==> src/rtl/bmxc_pkg.sv <==
// bus matrix configuration package: register offsets, fields, reset values
// assumes a single system clock domain
package bmxc_pkg;
    // register offsets (byte addresses)
    localparam logic [3:0] ADDR_CONFIG = 4'h0;
    localparam logic [3:0] ADDR_IRQ_STATUS = 4'h4;
    localparam logic [3:0] ADDR_IRQ_MASK = 4'h8;
    // configuration field positions
    localparam int BIT_DMA_CACHE = 26;
    localparam int BIT_ERR_SHARED = 20;
    localparam int BIT_ERR_DEBUG = 19;
    localparam int BIT_ERR_DMA = 18;
    localparam int BIT_ERR_DATA = 17;
    localparam int BIT_ERR_FETCH = 16;
    localparam int BIT_WAIT = 6;
    localparam int ARB_MSB = 2;
    localparam int ARB_LSB = 0;
    localparam int NUM_INIT = 5;
    // writable bits and reset value of the configuration register
    localparam logic [31:0] CONFIG_WMASK = 32'h041f0047;
    localparam logic [31:0] CONFIG_RESET = 32'h041f0041;
    localparam logic [4:0] IRQ_MASK_RESET = 5'h00;
    // initiator index: 0 fetch, 1 data, 2 dma, 3 debug, 4 shared bus
    localparam int INIT_FETCH = 0;
    localparam int INIT_DATA = 1;
    localparam int INIT_DMA = 2;
    localparam int INIT_DEBUG = 3;
    localparam int INIT_SHARED = 4;
    // arbitration modes
    typedef enum logic [2:0] {
        ARB_MODE0 = 3'h0,
        ARB_MODE1 = 3'h1,
        ARB_MODE2 = 3'h2
    } bmxc_arb_t;
    // register bus request
    typedef struct packed {
        logic [3:0] addr;
        logic [31:0] wdata;
        logic wr;
        logic rd;
    } bmxc_req_t;
    // decoded policy outputs
    typedef struct packed {
        bmxc_arb_t arbMode;
        logic ramWaitState;
        logic [NUM_INIT-1:0] errEnable;
        logic dmaCacheEnable;
    } bmxc_policy_t;
endpackage

==> src/rtl/bmxc_config.sv <==
// bus matrix configuration register and policy logic
// assumes synchronous initiator signals on clk, debug mode from the cpu
//
// The strobed register port and the register addresses were decided locally.
`timescale 1ns/1ps
`default_nettype none
module bmxc_config
    import bmxc_pkg::*;
(
    // clock and reset
    input wire logic clk,
    input wire logic resetn,
    // register port
    input wire bmxc_req_t req,
    output logic [31:0] rdata,
    // cpu state and cache capability
    input wire logic debugMode,
    input wire logic cacheDataEnable,
    // dma flash read miss request from the cache
    input wire logic dmaMissAlloc,
    output logic dmaCacheable,
    output logic dmaAllocate,
    // unmapped accesses per initiator
    input wire logic [NUM_INIT-1:0] unmappedAccess,
    output logic [NUM_INIT-1:0] busError,
    // policy and interrupt
    output bmxc_policy_t policy,
    output logic irq
);
    logic [31:0] config_q, config_d;
    logic [NUM_INIT-1:0] status_q, status_d;
    logic [NUM_INIT-1:0] mask_q, mask_d;
    logic [31:0] rdata_q, rdata_d;
    logic [NUM_INIT-1:0] errGate;

    // error gating per initiator
    always_comb
    begin
        errGate = config_q[BIT_ERR_SHARED:BIT_ERR_FETCH];
        if (debugMode)
        begin
            errGate[INIT_FETCH] = 1'b0;
            errGate[INIT_DATA] = 1'b0;
        end
    end

    genvar gi;
    generate
        for (gi = 0; gi < NUM_INIT; gi++)
        begin : g_err
            assign busError[gi] = unmappedAccess[gi] & errGate[gi];
        end
    endgenerate

    // dma cache policy
    assign dmaCacheable = config_q[BIT_DMA_CACHE] & cacheDataEnable;
    assign dmaAllocate = dmaMissAlloc & dmaCacheable;

    // policy outputs
    assign policy.arbMode = bmxc_arb_t'(config_q[ARB_MSB:ARB_LSB]);
    assign policy.ramWaitState = config_q[BIT_WAIT];
    assign policy.errEnable = errGate;
    assign policy.dmaCacheEnable = config_q[BIT_DMA_CACHE];

    // register writes, sticky status and read data
    always_comb
    begin
        config_d = config_q;
        mask_d = mask_q;
        status_d = status_q;
        rdata_d = 32'h00000000;
        if (req.wr && req.addr == ADDR_CONFIG)
            config_d = req.wdata & CONFIG_WMASK;
        if (req.wr && req.addr == ADDR_IRQ_MASK)
            mask_d = req.wdata[NUM_INIT-1:0];
        if (req.wr && req.addr == ADDR_IRQ_STATUS)
            status_d = status_q & ~req.wdata[NUM_INIT-1:0];
        status_d = status_d | busError;
        if (req.rd)
        begin
            case (req.addr)
                ADDR_CONFIG: rdata_d = config_q;
                ADDR_IRQ_STATUS: rdata_d = {27'h0000000, status_q};
                ADDR_IRQ_MASK: rdata_d = {27'h0000000, mask_q};
                default: rdata_d = 32'h00000000;
            endcase
        end
    end

    always_ff @(posedge clk or negedge resetn)
    begin
        if (!resetn)
        begin
            config_q <= CONFIG_RESET;
            mask_q <= IRQ_MASK_RESET;
            status_q <= '0;
            rdata_q <= 32'h00000000;
        end
        else
        begin
            config_q <= config_d;
            mask_q <= mask_d;
            status_q <= status_d;
            rdata_q <= rdata_d;
        end
    end

    assign rdata = rdata_q;
    assign irq = |(status_q & mask_q);

    // sticky status per initiator, set wins over clear
    generate
        for (gi = 0; gi < NUM_INIT; gi++)
        begin : g_status_chk

        end
    endgenerate
endmodule // bmxc_config
`default_nettype wire

==> config.mk <==
export PLATFORM = sky130hd
export DESIGN_NAME = bmxc_config
export DESIGN_NICKNAME = d
export VERILOG_FILES = /design/src/rtl/bmxc_pkg.sv /design/src/rtl/bmxc_config.sv
export SDC_FILE = /design/constraint.sdc
export NUM_CORES = 1
export LEC_CHECK = 0
export BUFFER_PORTS_ARGS = -buffer_cell sky130_fd_sc_hd__buf_2
export CORE_MARGIN = 4
export CORE_UTILIZATION = 44
export CTS_BUF_LIST = sky130_fd_sc_hd__clkbuf_2 sky130_fd_sc_hd__clkbuf_4 sky130_fd_sc_hd__clkbuf_8
export CTS_CLUSTER_SIZE = 25
export DETAILED_ROUTE_END_ITERATION = 8
export GPL_ROUTABILITY_DRIVEN = 0
export HOLD_SLACK_MARGIN = 0.12
export PLACE_DENSITY = 0.92
export SETUP_SLACK_MARGIN = 0.02
export SLEW_MARGIN = 20
export SYNTH_ARGS = -nofsm -noshare
export SYNTH_HDL_FRONTEND = slang
export SYNTH_SLANG_ARGS = --single-unit
==> constraint.sdc <==
create_clock -name clk -period 1.12 [get_ports clk]
set_input_delay 0.28 -clock clk [delete_from_list [all_inputs] [get_ports clk]]
set_output_delay 0.28 -clock clk [all_outputs]
set_load 0.1 [all_outputs]
# == After elaboration in Yosys (flattened, before gate mapping) ==
# Cells that the tools add are included.
# totals
output_inout_bits,50
wordCells,26
ff_bits,52
input_bits,48
# classes
n_mux,4
bitwise,11
reduce_logical,5
n_eq_ne,2
# ops
cell,n
$pmux W27 S3,1
$mux W27,1
$and A5 B5 Y5,2
$and A1 B1 Y1,7
$mux W5,1
$not A5 Y5,1
$or A5 B5 Y5,1
$reduce_or A5 Y1,1
$eq A4 B3 Y1 const B,1
$eq A4 B4 Y1 const B,1
$logic_not A4 Y1,1
$logic_and A1 B1 Y1,3
$mux W2,1

# == Longest topological paths before layout ==
# Gate-level depths: netlist of run 1.
# depth
depth_word,4
mapped_depth,5
depth_no_buf,3

# == Worst setup path after synthesis of run 1 ==
# No wires, ideal clock.
# synth_timing
kind,reg2out
from,register config_q[16]
to,output port busError[0]
arrival_time_ns,2.822
t_required_ns,0.840
path_buffers,0
path_stages_with_launch,3
slack_ns,-1.982
cell_sequence,dfstp_2 -> nor2b_1 -> and2_1
# synth_lines
element,line_no,rtl
from (decl),bmxc_config.sv:30,"logic [31:0] config_q, config_d;"
from (signal assigned),bmxc_config.sv:101,config_q <= config_d;
to (decl),bmxc_config.sv:25,"output logic [NUM_INIT-1:0] busError,"

# == Worst setup path after layout of run 1 ==
# layout_timing
from,register mask_q[4]
to,output port irq
# layout_between
elab_chain_cells,2
# layout_lines
element,line_no,rtl
from (decl),bmxc_config.sv:32,"logic [NUM_INIT-1:0] mask_q, mask_d;"
from (signal assigned),bmxc_config.sv:102,mask_q <= mask_d;
$and A5 B5 Y5,bmxc_config.sv:109,assign irq = |(status_q & mask_q);
$reduce_or A5 Y1,bmxc_config.sv:109,
to (decl),bmxc_config.sv:28,output logic irq
# Every way passes these cells.

==> metrics.md, run 1 <==
| Metric | Value |
|---|---|
| Worst-Skew Late Latency | `340 ps` |
| Ant. Diodes | `0` |
| DP Worst Slack | `-407 ps` |
| CP max FO | `3` |
| Via/cell ratio | `between 4 and 5` |
| Fin Setup TNS | `-7840 ps` |
| Fin crit period | `1790 ps` |
| Layout Utilization | `roughly four fifths` |
| Period utilization | `160%` |
| Htree depth | `2` |
| Clock tree buffer depth | `2` |
| Adder-Cell Fraction of Synth Area | `0%` |
| RR Endpoint | `rdata[0]` |
| CTS tree | `done` |
| Top cell type's share of synthesized area | `around two fifths` |
| Min-delay src | `req[8]` |
| Violated checks | `setup timing` |
| Status | `finished, violations left` |
| Sequential area share after synthesis | `51.6%` |
| Avg WL per Cell | `~15 um` |
| Initial antenna violation count | `0` |
| Max Clk Rate | `560 MHz` |
| Cell Count, Final, Fillers Out | `274` |
| Detailed Routing Iterations Pass 1 | `6` |
| HP Class | `in -> reg` |
| DIE AREA | `between 4000 and 5000 um^2` |
| Critical path's slowest cell | `dfrtp_1` |
| Congestion Overflow GR | `0` |
| Synth Area per Inst | `roughly 12 um^2` |
| Vias in the first global route | `1326` |
| Die Height | `around 68 um` |
| Largest family of logic cells by synthesized area | `simple AND/OR/NAND/NOR gates` |
| Remaining antenna violation count | `0` |
| Port Buf Inserts | `57` |
| Area growth from synthesis to layout | `74.4%` |
| Die Width | `slightly below 70 um` |
| FILL cells | `about 210` |
| Total wire length | `between 4000 and 5000 um` |
| Critical path class | `reg -> out` |
| Sink Count | `32` |
| First-pass GRT wire length | `about 6200 um` |
| Total power draw | `roughly 5.1 mW` |
| Post-synthesis mux area share | `12.7%` |
| Post-synthesis xor/xnor area fraction | `0%` |
| Final setup violation count | `31` |
| GRT Total Usage | `19.3%` |
| Synth warn | `0` |
| R2r startpoint | `config_q[0]` |
| Post-layout worst setup margin | `-667 ps` |
| Initial core utilization | `between 40% and 50%` |
| Synth Flop Type | `dfrtp_1` |
| Inserted Clock Buffers | `5` |
| Delay-heaviest family, CP | `flip-flops` |
| Maxcap violations | `0` |
| Kind of start point of the critical path | `flip-flop` |
| CP endpoint kind | `output port` |
| Pwr/cell area | `between 1500 and 2000 nW/um^2` |
| Largest net degree at the start of global routing | `33` |
| Seq cells post-synth | `32` |
| Final hold violations | `0` |
| Share of layout cells above drive strength 1 | `71.5%` |
| Setup Skew | `between 8 and 9 ps` |
| # rows | `21` |
| CP peak stage delay | `approximately 400 ps` |
| Clock Pin Slew Worst Setup and Hold Paths | `110 ps` |
| Synthesized instance count | `between 100 and 150` |
| Simple-Gate Fraction of Synth Area | `15.5%` |
| R2R cell count | `4` |
| Root Buffer | `clkbuf_4` |
| Peak supply drop | `1.38 mV` |
| Area leader, netlist | `dfrtp_1` |
| NumNets Final | `about 280` |
| WP data required | `around 840 ps` |
| I/O Pins | `98` |
| Vias | `roughly 1300` |
| Yosys cell types | `23` |
| Core ar. | `3390 um^2` |
| Top cells by area, synth | `dfrtp_1 (38%), buf_4 (14%), dfstp_2 (13%), mux2_2 (11%), and2_1 (5.2%)` |
| Hold depth | `2` |
| Ys async rst share | `100%` |
| CP Cell Sequence | `a222oi_1, buf_4, nand2_4, buf_12` |
| Drc violations | `0` |
| Most numerous cell in the Yosys netlist | `buf_4` |
| Buf+Inv Stages, Crit Path | `2` |
| Complex-gate fraction of the synthesized area | `approximately 5.4%` |
| DP Wirelength | `3050 um` |
| RSZ-0062 raised after global routing | `true` |
| DP Cell Count | `roughly 260` |
| Slew Viols, Final | `0` |
| EDFF count, synth | `0` |
| WHS Endpoint | `config_q[6]` |
| Static leakage | `~1.3 nW` |
| Post-synth top cells | `buf_4 (29), dfrtp_1 (24), mux2_2 (15), and2_1 (13), dfstp_2 (8)` |
| R2R setup slack | `-70 ps` |
| Worst Path Arrival | `roughly 1500 ps` |
| Detailed Route Iter0 Violations | `33` |
| Cell Area, Synth | `about 1600 um^2` |
==> how the worst max path moves through the flow <==
stage | depth (start not counted) | start | slack, ps | end
6_report | 4 | mask_q[4] | -670 | irq
5_1_grt | 4 | mask_q[4] | -700 | irq
4_1_cts | 4 | mask_q[4] | -680 | irq
3_5_place_dp | 4 | mask_q[4] | -410 | irq
3_3_place_gp | 4 | mask_q[4] | -360 | irq
2_1_floorplan | 2 | config_q[16] | -650 | busError[0]
==> logic make-up after synthesis <==
logic type / Yosys count
AOI/OAI and AO/OA: 12
buffers and inverters: 31
DFF: 32
muxes: 18
other: 1
and+or+nand+nor: 38
==> what timing repair did <==
action                                  4_1_cts  5_1_grt
hold buffers                                  1        0
endpoints found under the hold margin        32        0
pin swaps                                     3        5
resized for setup                            13        8
endpoints found under the setup margin       32       35
buffers inserted                              8        4
==> final cells by class <==
type                    count  area [um^2]  area share (%)
multi-input cells          88          664            24.3
flip-flops and latches     32          826            30.2
clock inverters             2         35.0            1.28
clock buffers               6         45.0            1.64
well taps                  46         57.6            2.10
repair buffers            100         1110            40.6
==> routing by layer <==
layer | GRT usage (%) | up-vias | wire length, um | part of all wire [%]
met4 | 10.4 | 0 | 87 | 2.1
met5 | 0 | - | 0 | 0
met2 | 34.0 | 54 | 2260 | 55
met3 | 8.32 | 8 | 342 | 8.3
met1 | 18.8 | 611 | 1410 | 34
li1 | - | 582 | - | -
==> sequential cells by signal (all words and copies together), names as in the netlist <==
| name | count |
|---|---|
| rdata | 12 |
| config_q | 10 |
| mask_q | 5 |
| status_q | 5 |
==> report_power, final <==
| group | switching, mW | total [mW] | internal, mW |
|---|---|---|---|
| combinational | 1.63 | 2.70 | 1.07 |
| clock | 0.414 | 0.906 | 0.492 |
| sequential | 0.132 | 1.50 | 1.37 |
| total | 2.18 | 5.11 | 2.94 |
==> worst reg2reg max path, delay by kind of cell, from the launching register on <==
| family | cells | cell delay [ps] |
|---|---|---|
| multiplexers | 1 | 80 |
| AO/OA/AOI/OAI | 1 | 130 |
| buffers and inverters | 1 | 100 |
| AND/OR/NAND/NOR | 1 | 240 |
| flip-flops | 1 | 580 |
==> layout by cell type (no fill, tap or decap) <==
cell type       n
a222oi_1        1
nor2b_2         1
dfrtp_2        12
buf_2          27
conb_1         20
nand3_1         5
and3_4          1
a21oi_2         3
nand2_2         1
dlygate4sd3_1   1
nor3_4          1
mux2i_1         3
clkinv_2        1
nor2b_4         2
clkbuf_4        6
or2_4           2
buf_4          31
nand2_1         3
dfstp_2         8
nor2b_1         1
buf_6          10
nor2_1          3
dfrtp_1        12
a21o_1          5
mux2_2         15
or3b_1          1
bufinv_16       1
a22oi_1         3
nor3b_4         1
and2_4          6
or2_2           1
buf_12         31
nand2_4         2
and2_1          7
==> per-stage QoR <==
stage / hold WS, ps / area (um^2)
global route: 159 / 2740
finish: 161 / 2740
floorplan: -15.6 / 1700
CTS: 139 / 2700
detailed placement: 250 / 2500
global placement: 244 / 2500
Power figures use the tool's default switching activity.
==> inputs of run 2 (changes only) <==
--- a/config.mk
+++ b/config.mk
@@ -6,14 +6,16 @@
 export NUM_CORES = 1
 export LEC_CHECK = 0
 export BUFFER_PORTS_ARGS = -buffer_cell sky130_fd_sc_hd__buf_2
+export CELL_PAD_IN_SITES_DETAIL_PLACEMENT = 1
+export CELL_PAD_IN_SITES_GLOBAL_PLACEMENT = 1
 export CORE_MARGIN = 4
-export CORE_UTILIZATION = 44
+export CORE_UTILIZATION = 34
 export CTS_BUF_LIST = sky130_fd_sc_hd__clkbuf_2 sky130_fd_sc_hd__clkbuf_4 sky130_fd_sc_hd__clkbuf_8
 export CTS_CLUSTER_SIZE = 25
 export DETAILED_ROUTE_END_ITERATION = 8
 export GPL_ROUTABILITY_DRIVEN = 0
 export HOLD_SLACK_MARGIN = 0.12
-export PLACE_DENSITY = 0.92
+export PLACE_DENSITY = 0.95
 export SETUP_SLACK_MARGIN = 0.02
 export SLEW_MARGIN = 20
 export SYNTH_ARGS = -nofsm -noshare
==> constraint.sdc (replaced) <==
create_clock -name clk -period 2.3 [get_ports clk]
set_input_delay 0.575 -clock clk [delete_from_list [all_inputs] [get_ports clk]]
set_output_delay 0.575 -clock clk [all_outputs]
set_load 0.1 [all_outputs]
==> run 2 against run 1 <==
  * The run now ends clean
  * Count of clock-buffer cells in the layout unchanged
  * First-iteration DRC count increased by 52%
  * Register-to-register slack improved by 1300 ps
  * Die area increased by 26%
  * Via count decreased by 14%
  * Clock power decreased by 41%
==> metrics.md, run 2 (same netlist as run 1, synthesis figures left out) <==
| Metric | Value |
|---|---|
| Status | `finished clean` |
| Core ar. | `~4400 um^2` |
| Post CTS Setup Buffer Count | `0` |
| Max reg flops | `12` |
| Inserted Clock Buffers | `5` |
| CP max FO | `3` |
| Worst-Skew Late Latency | `between 200 and 300 ps` |
| Setup Skew | `roughly 4 ps` |
| GRT Total Usage | `approximately an eighth` |
| Critical path class | `reg -> out` |
| Storage cell area | `811 um^2` |
| Pwr/cell area | `around 1100 nW/um^2` |
| Maxcap violations | `0` |
| Max Clk Rate | `487 MHz` |
| Most common cell after layout, fill and taps aside | `buf_2` |
| CP peak stage delay | `around 400 ps` |
| Die Width | `between 70 and 80 um` |
| Max_slew headroom | `around half` |
| Detailed Route Iter0 Violations | `50` |
| Port Buf Inserts | `57` |
| Most frequent cells in the layout | `buf_2 (55), dfrtp_1 (24), conb_1 (20)` |
| Htree depth | `2` |
| Sink Count | `32` |
| Clock Pin Slew Worst Setup and Hold Paths | `around 70 ps` |
| Peak supply drop | `around 0.44 mV` |
| Total power draw | `roughly 2.1 mW` |
| Remaining antenna violation count | `0` |
| Share of layout cells above drive strength 1 | `a little over half` |
| Fin Setup TNS | `0 ps` |
| Final hold violations | `0` |
| Via/cell ratio | `about 4.5` |
| First-pass GRT wire length | `5910 um` |
| Detailed Routing Iterations Pass 1 | `4` |
| DP Wirelength | `roughly 2800 um` |
| Drc violations | `0` |
| Total wire length | `approximately 3600 um` |
| Layout Utilization | `43.7%` |
| Congestion Overflow GR | `0` |
| Post-layout worst setup margin | `approximately 250 ps` |
| WP data required | `~1700 ps` |
| Vias in the first global route | `roughly 1200` |
| DP Cell Count | `230` |
| # rows | `24` |
| CP endpoint kind | `output port` |
| CP Cell Sequence | `a222oi_1, nand2_1, buf_2` |
| Avg WL per Cell | `between 10 and 15 um` |
| Cell Count, Final, Fillers Out | `around 240` |
| Ant. Diodes | `0` |
| Period utilization | `about nine tenths` |
| Actual slew at the worst max-slew pin | `just over 700 ps` |
| Kind of start point of the critical path | `flip-flop` |
| Slew Viols, Final | `0` |
| DP Worst Slack | `~470 ps` |
| Multi-input gate area | `between 600 and 700 um^2` |
| DIE AREA | `approximately 5800 um^2` |
| NumNets Final | `~230` |
| Largest net degree at the start of global routing | `33` |
| CTS tree | `done` |
| CTS-repair resized insts | `0` |
| Buf+Inv Stages, Crit Path | `1` |
| Final setup violation count | `0` |
| Clock tree buffer depth | `2` |
| Vias | `around 1100` |
| FILL cells | `between 500 and 600` |
| Root Buffer | `clkbuf_8` |
| Static leakage | `0.999 nW` |
| Critical path's slowest cell | `dfrtp_1` |
| Area growth from synthesis to layout | `22.9%` |
| Initial antenna violation count | `0` |
| Die Height | `76.0 um` |
| R2R setup slack | `1210 ps` |
| Initial core utilization | `35.6%` |
| Hold-fix buffers at CTS | `0` |
| Worst Path Arrival | `roughly 1500 ps` |
| HP Class | `in -> async` |
| I/O Pins | `~100` |
| Delay-heaviest family, CP | `flip-flops` |
| RSZ-0062 raised after global routing | `false` |
| Fin crit period | `2050 ps` |
run 2: cell count changes in the layout (fill, tap and decap cells not counted), moves of 3 or more:
cell	before	now
clkbuf_8	0	5
buf_2	27	55
buf_12	31	2
dfrtp_1	12	24
clkbuf_4	6	1
and2_1	7	11
a21oi_2	3	0
buf_6	10	0
a21oi_1	0	3
buf_4	31	1
and2_4	6	0
dfrtp_2	12	0
run 2: layout make-up:
class,instances,area share [%]
Sequential cell,32,42.0
Clock inverter,2,1.81
Clock buffer,6,3.95
Tap cell,52,3.37
Timing Repair Buffer,58,16.7
Multi-Input combinational cell,88,32.1
run 2: metal layers:
metal | up-vias | track usage, % | wire [um] | share of wire (%)
li1 | 500 | - | - | -
met1 | 531 | 14.2 | 1360 | 38
met2 | 41 | 21.8 | 1930 | 54
met3 | 5 | 5.57 | 249 | 7.0
met4 | 0 | 3.38 | 32 | 0.90
met5 | - | 0 | 0 | 0
run 2: where the power goes:
part | leakage [nW] | total (mW) | internal, mW | switching, mW
registers | 0.383 | 0.730 | 0.667 | 0.0631
logic | 0.557 | 0.866 | 0.162 | 0.704
clock network | 0.0586 | 0.535 | 0.333 | 0.203
total | 0.999 | 2.13 | 1.16 | 0.970
run 2: through the flow:
stage / cell area (um^2) / hold WS, ps
after floorplan: 1660 / 279
after global placement: 1820 / 497
after detailed placement: 1820 / 509
after CTS: 1930 / 363
after global routing: 1930 / 388
final: 1930 / 342
run 2: path summary, 6_finish.rpt:
check                       startpoint     endpoint  cells after the start
setup / recovery           status_q[4]          irq                      3
hold / removal                  resetn    rdata[18]                      1
setup reg to reg           config_q[0]     rdata[0]                      3
hold reg to reg            status_q[4]  status_q[4]                      1
max in group asynchronous       resetn    rdata[19]                      1
min in group clk           status_q[4]  status_q[4]                      1
==> inputs of run 3 (changes only) <==
--- a/config.mk
+++ b/config.mk
@@ -5,14 +5,14 @@
 export SDC_FILE = /design/constraint.sdc
 export NUM_CORES = 1
 export LEC_CHECK = 0
-export BUFFER_PORTS_ARGS = -buffer_cell sky130_fd_sc_hd__buf_2
 export CELL_PAD_IN_SITES_DETAIL_PLACEMENT = 1
 export CELL_PAD_IN_SITES_GLOBAL_PLACEMENT = 1
 export CORE_MARGIN = 4
-export CORE_UTILIZATION = 34
+export CORE_UTILIZATION = 51
 export CTS_BUF_LIST = sky130_fd_sc_hd__clkbuf_2 sky130_fd_sc_hd__clkbuf_4 sky130_fd_sc_hd__clkbuf_8
 export CTS_CLUSTER_SIZE = 25
 export DETAILED_ROUTE_END_ITERATION = 8
+export DONT_BUFFER_PORTS = 1
 export GPL_ROUTABILITY_DRIVEN = 0
 export HOLD_SLACK_MARGIN = 0.12
 export PLACE_DENSITY = 0.95
==> run 3 against run 2 <==
  * Worst setup slack worse by 29 ps
  * Routed wire length shrank 3.4%
  * Hold slack better by 41 ps
==> metrics.md, run 3 (same netlist as run 1, synthesis figures left out) <==
| Metric | Value |
|---|---|
| DP Wirelength | `between 2000 and 3000 um` |
| Max reg flops | `12` |
| Via/cell ratio | `between 5 and 6` |
| Routed wl met2 | `1780 um` |
| I/O Pins | `98` |
| CP max FO | `3` |
| Detailed Route Iter0 Violations | `37` |
| Most frequent cells in the layout | `dfrtp_1 (24), buf_4 (21), conb_1 (20)` |
| WHS Endpoint | `mask_q[2]` |
| Drc violations | `0` |
| WP data required | `1730 ps` |
| Total wire length | `3440 um` |
| Met1 Wirelength | `1220 um` |
| Critical path class | `reg -> out` |
| Layout Utilization | `a little over three fifths` |
| Max Clk Rate | `approximately 480 MHz` |
| RSZ-0062 raised after global routing | `false` |
| Area after DPL | `1710 um^2` |
| Routed wl met3 | `between 300 and 400 um` |
| Avg WL per Cell | `18.5 um` |
| Final hold violations | `0` |
| Post CTS Setup Buffer Count | `0` |
| Die Width | `63.5 um` |
| DR top layer | `met4` |
| Pwr/cell area | `about 1100 nW/um^2` |
| Worst hold slack | `roughly 380 ps` |
| Die Height | `63.5 um` |
| Clock Pin Slew Worst Setup and Hold Paths | `100 ps` |
| Root Buffer | `clkbuf_4` |
| DP Cell Count | `176` |
| CP peak stage delay | `540 ps` |
| R2R cell count | `3` |
| Initial antenna violation count | `0` |
| Buf+Inv Stages, Crit Path | `0` |
| NumNets Final | `~200` |
| Max_slew headroom | `38.3%` |
| Min-delay src | `req[4]` |
| Sink Count | `32` |
| Peak supply drop | `roughly 0.6 mV` |
| Period utilization | `90.5%` |
| Critical path's slowest cell | `dfstp_2` |
| Design Area, Final | `1800 um^2` |
| Most common cell after layout, fill and taps aside | `dfrtp_1` |
| # rows | `19` |
| Kind of start point of the critical path | `flip-flop` |
| Detailed Routing Iterations Pass 1 | `4` |
| CP Cell Sequence | `nor2b_4, and2_2` |
| Maxcap violations | `0` |
| HP Class | `in -> reg` |
| CTS tree | `done` |
| Clock tree buffer depth | `2` |
| Setup Skew | `about 6 ps` |
| Largest net degree at the start of global routing | `33` |
| R2R setup slack | `approximately 640 ps` |
| Share of layout cells above drive strength 1 | `43.9%` |
| Fin crit period | `2080 ps` |
| Hold depth | `1` |
| Vias in the first global route | `between 1000 and 1500` |
| Slew Viols, Final | `0` |
| Area growth from synthesis to layout | `14.3%` |
| CP endpoint kind | `output port` |
| Initial core utilization | `approximately 55%` |
| Status | `finished clean` |
| Worst-Skew Late Latency | `approximately 330 ps` |
| CTS-repair resized insts | `0` |
| Delay-heaviest family, CP | `simple AND/OR/NAND/NOR gates` |
| R2r startpoint | `config_q[2]` |
| Inserted Clock Buffers | `5` |
| Worst Path Arrival | `1510 ps` |
| Core ar. | `~2900 um^2` |
| Static leakage | `between 0.8 and 0.9 nW` |
| Cell Count, Final, Fillers Out | `186` |
| Final setup violation count | `0` |
| Vias | `982` |
| Fin Setup TNS | `0 ps` |
| First-pass GRT wire length | `between 5000 and 6000 um` |
| Htree depth | `2` |
| RR Endpoint | `rdata[2]` |
| DIE AREA | `around 4000 um^2` |
| Port Buf Inserts | `0` |
| Actual slew at the worst max-slew pin | `between 900 and 1000 ps` |
| Remaining antenna violation count | `0` |
| Congestion Overflow GR | `0` |
| GRT Total Usage | `a little under a fifth` |
| Ant. Diodes | `0` |
-- run 3: changes by cell type in the layout (fill, tap and decap cells not counted), sizes merged --
cell	delta
buf	-32
bufinv	-1
clkbuf	+1
dlygate4sd3	+1
-- run 3: how the worst max path moves through the flow --
stage                 start          end  cells past startpoint
6_report       config_q[17]  busError[1]                      2
4_1_cts        config_q[17]  busError[1]                      2
3_5_place_dp      debugMode  busError[1]                      2
3_3_place_gp      debugMode  busError[1]                      2
5_1_grt        config_q[17]  busError[1]                      2
2_1_floorplan     debugMode  busError[0]                      2
-- run 3: worst reg2reg max path: cells and delay by family, from the launching register on --
kind / cells / cell delay, ps
muxes: 1 / 160
AOI/OAI and AO/OA: 1 / 150
DFF: 1 / 960
and+or+nand+nor: 1 / 310
-- run 3: final cells by class --
cell class / instances / area [um^2]
sequential: 32 / 811
tap: 31 / 38.8
fill: 296 / 1060
clock inverter: 1 / 5.00
multi-input combinational: 88 / 621
clock buffer: 7 / 52.6
timing repair buffer: 27 / 268
-- run 3: metal layers --
metal	vias up	GRT usage [%]
met4	0	8.09
met5	-	0
met3	7	8.70
met1	478	19.7
li1	439	-
met2	58	31.2
-- run 3: what timing repair did --
| action | in CTS | in global routing |
|---|---|---|
| setup endpoints to repair | 0 | 0 |
| hold buffers | 2 | 0 |
| endpoints found under the hold margin | 32 | 0 |
-- run 3: per-stage QoR --
| step | total power, mW | worst slack [ps] |
|---|---|---|
| final | 1.93 | 218 |
| after detailed placement | 1.59 | 558 |
| after CTS | 1.94 | 191 |
| after global routing | 2.00 | 147 |
| after floorplan | 1.53 | 62.7 |
| after global placement | 1.57 | 563 |
-- run 3: power breakdown --
group | switching, mW | internal, mW
combinational | 0.571 | 0.175
clock | 0.189 | 0.143
sequential | 0.183 | 0.666
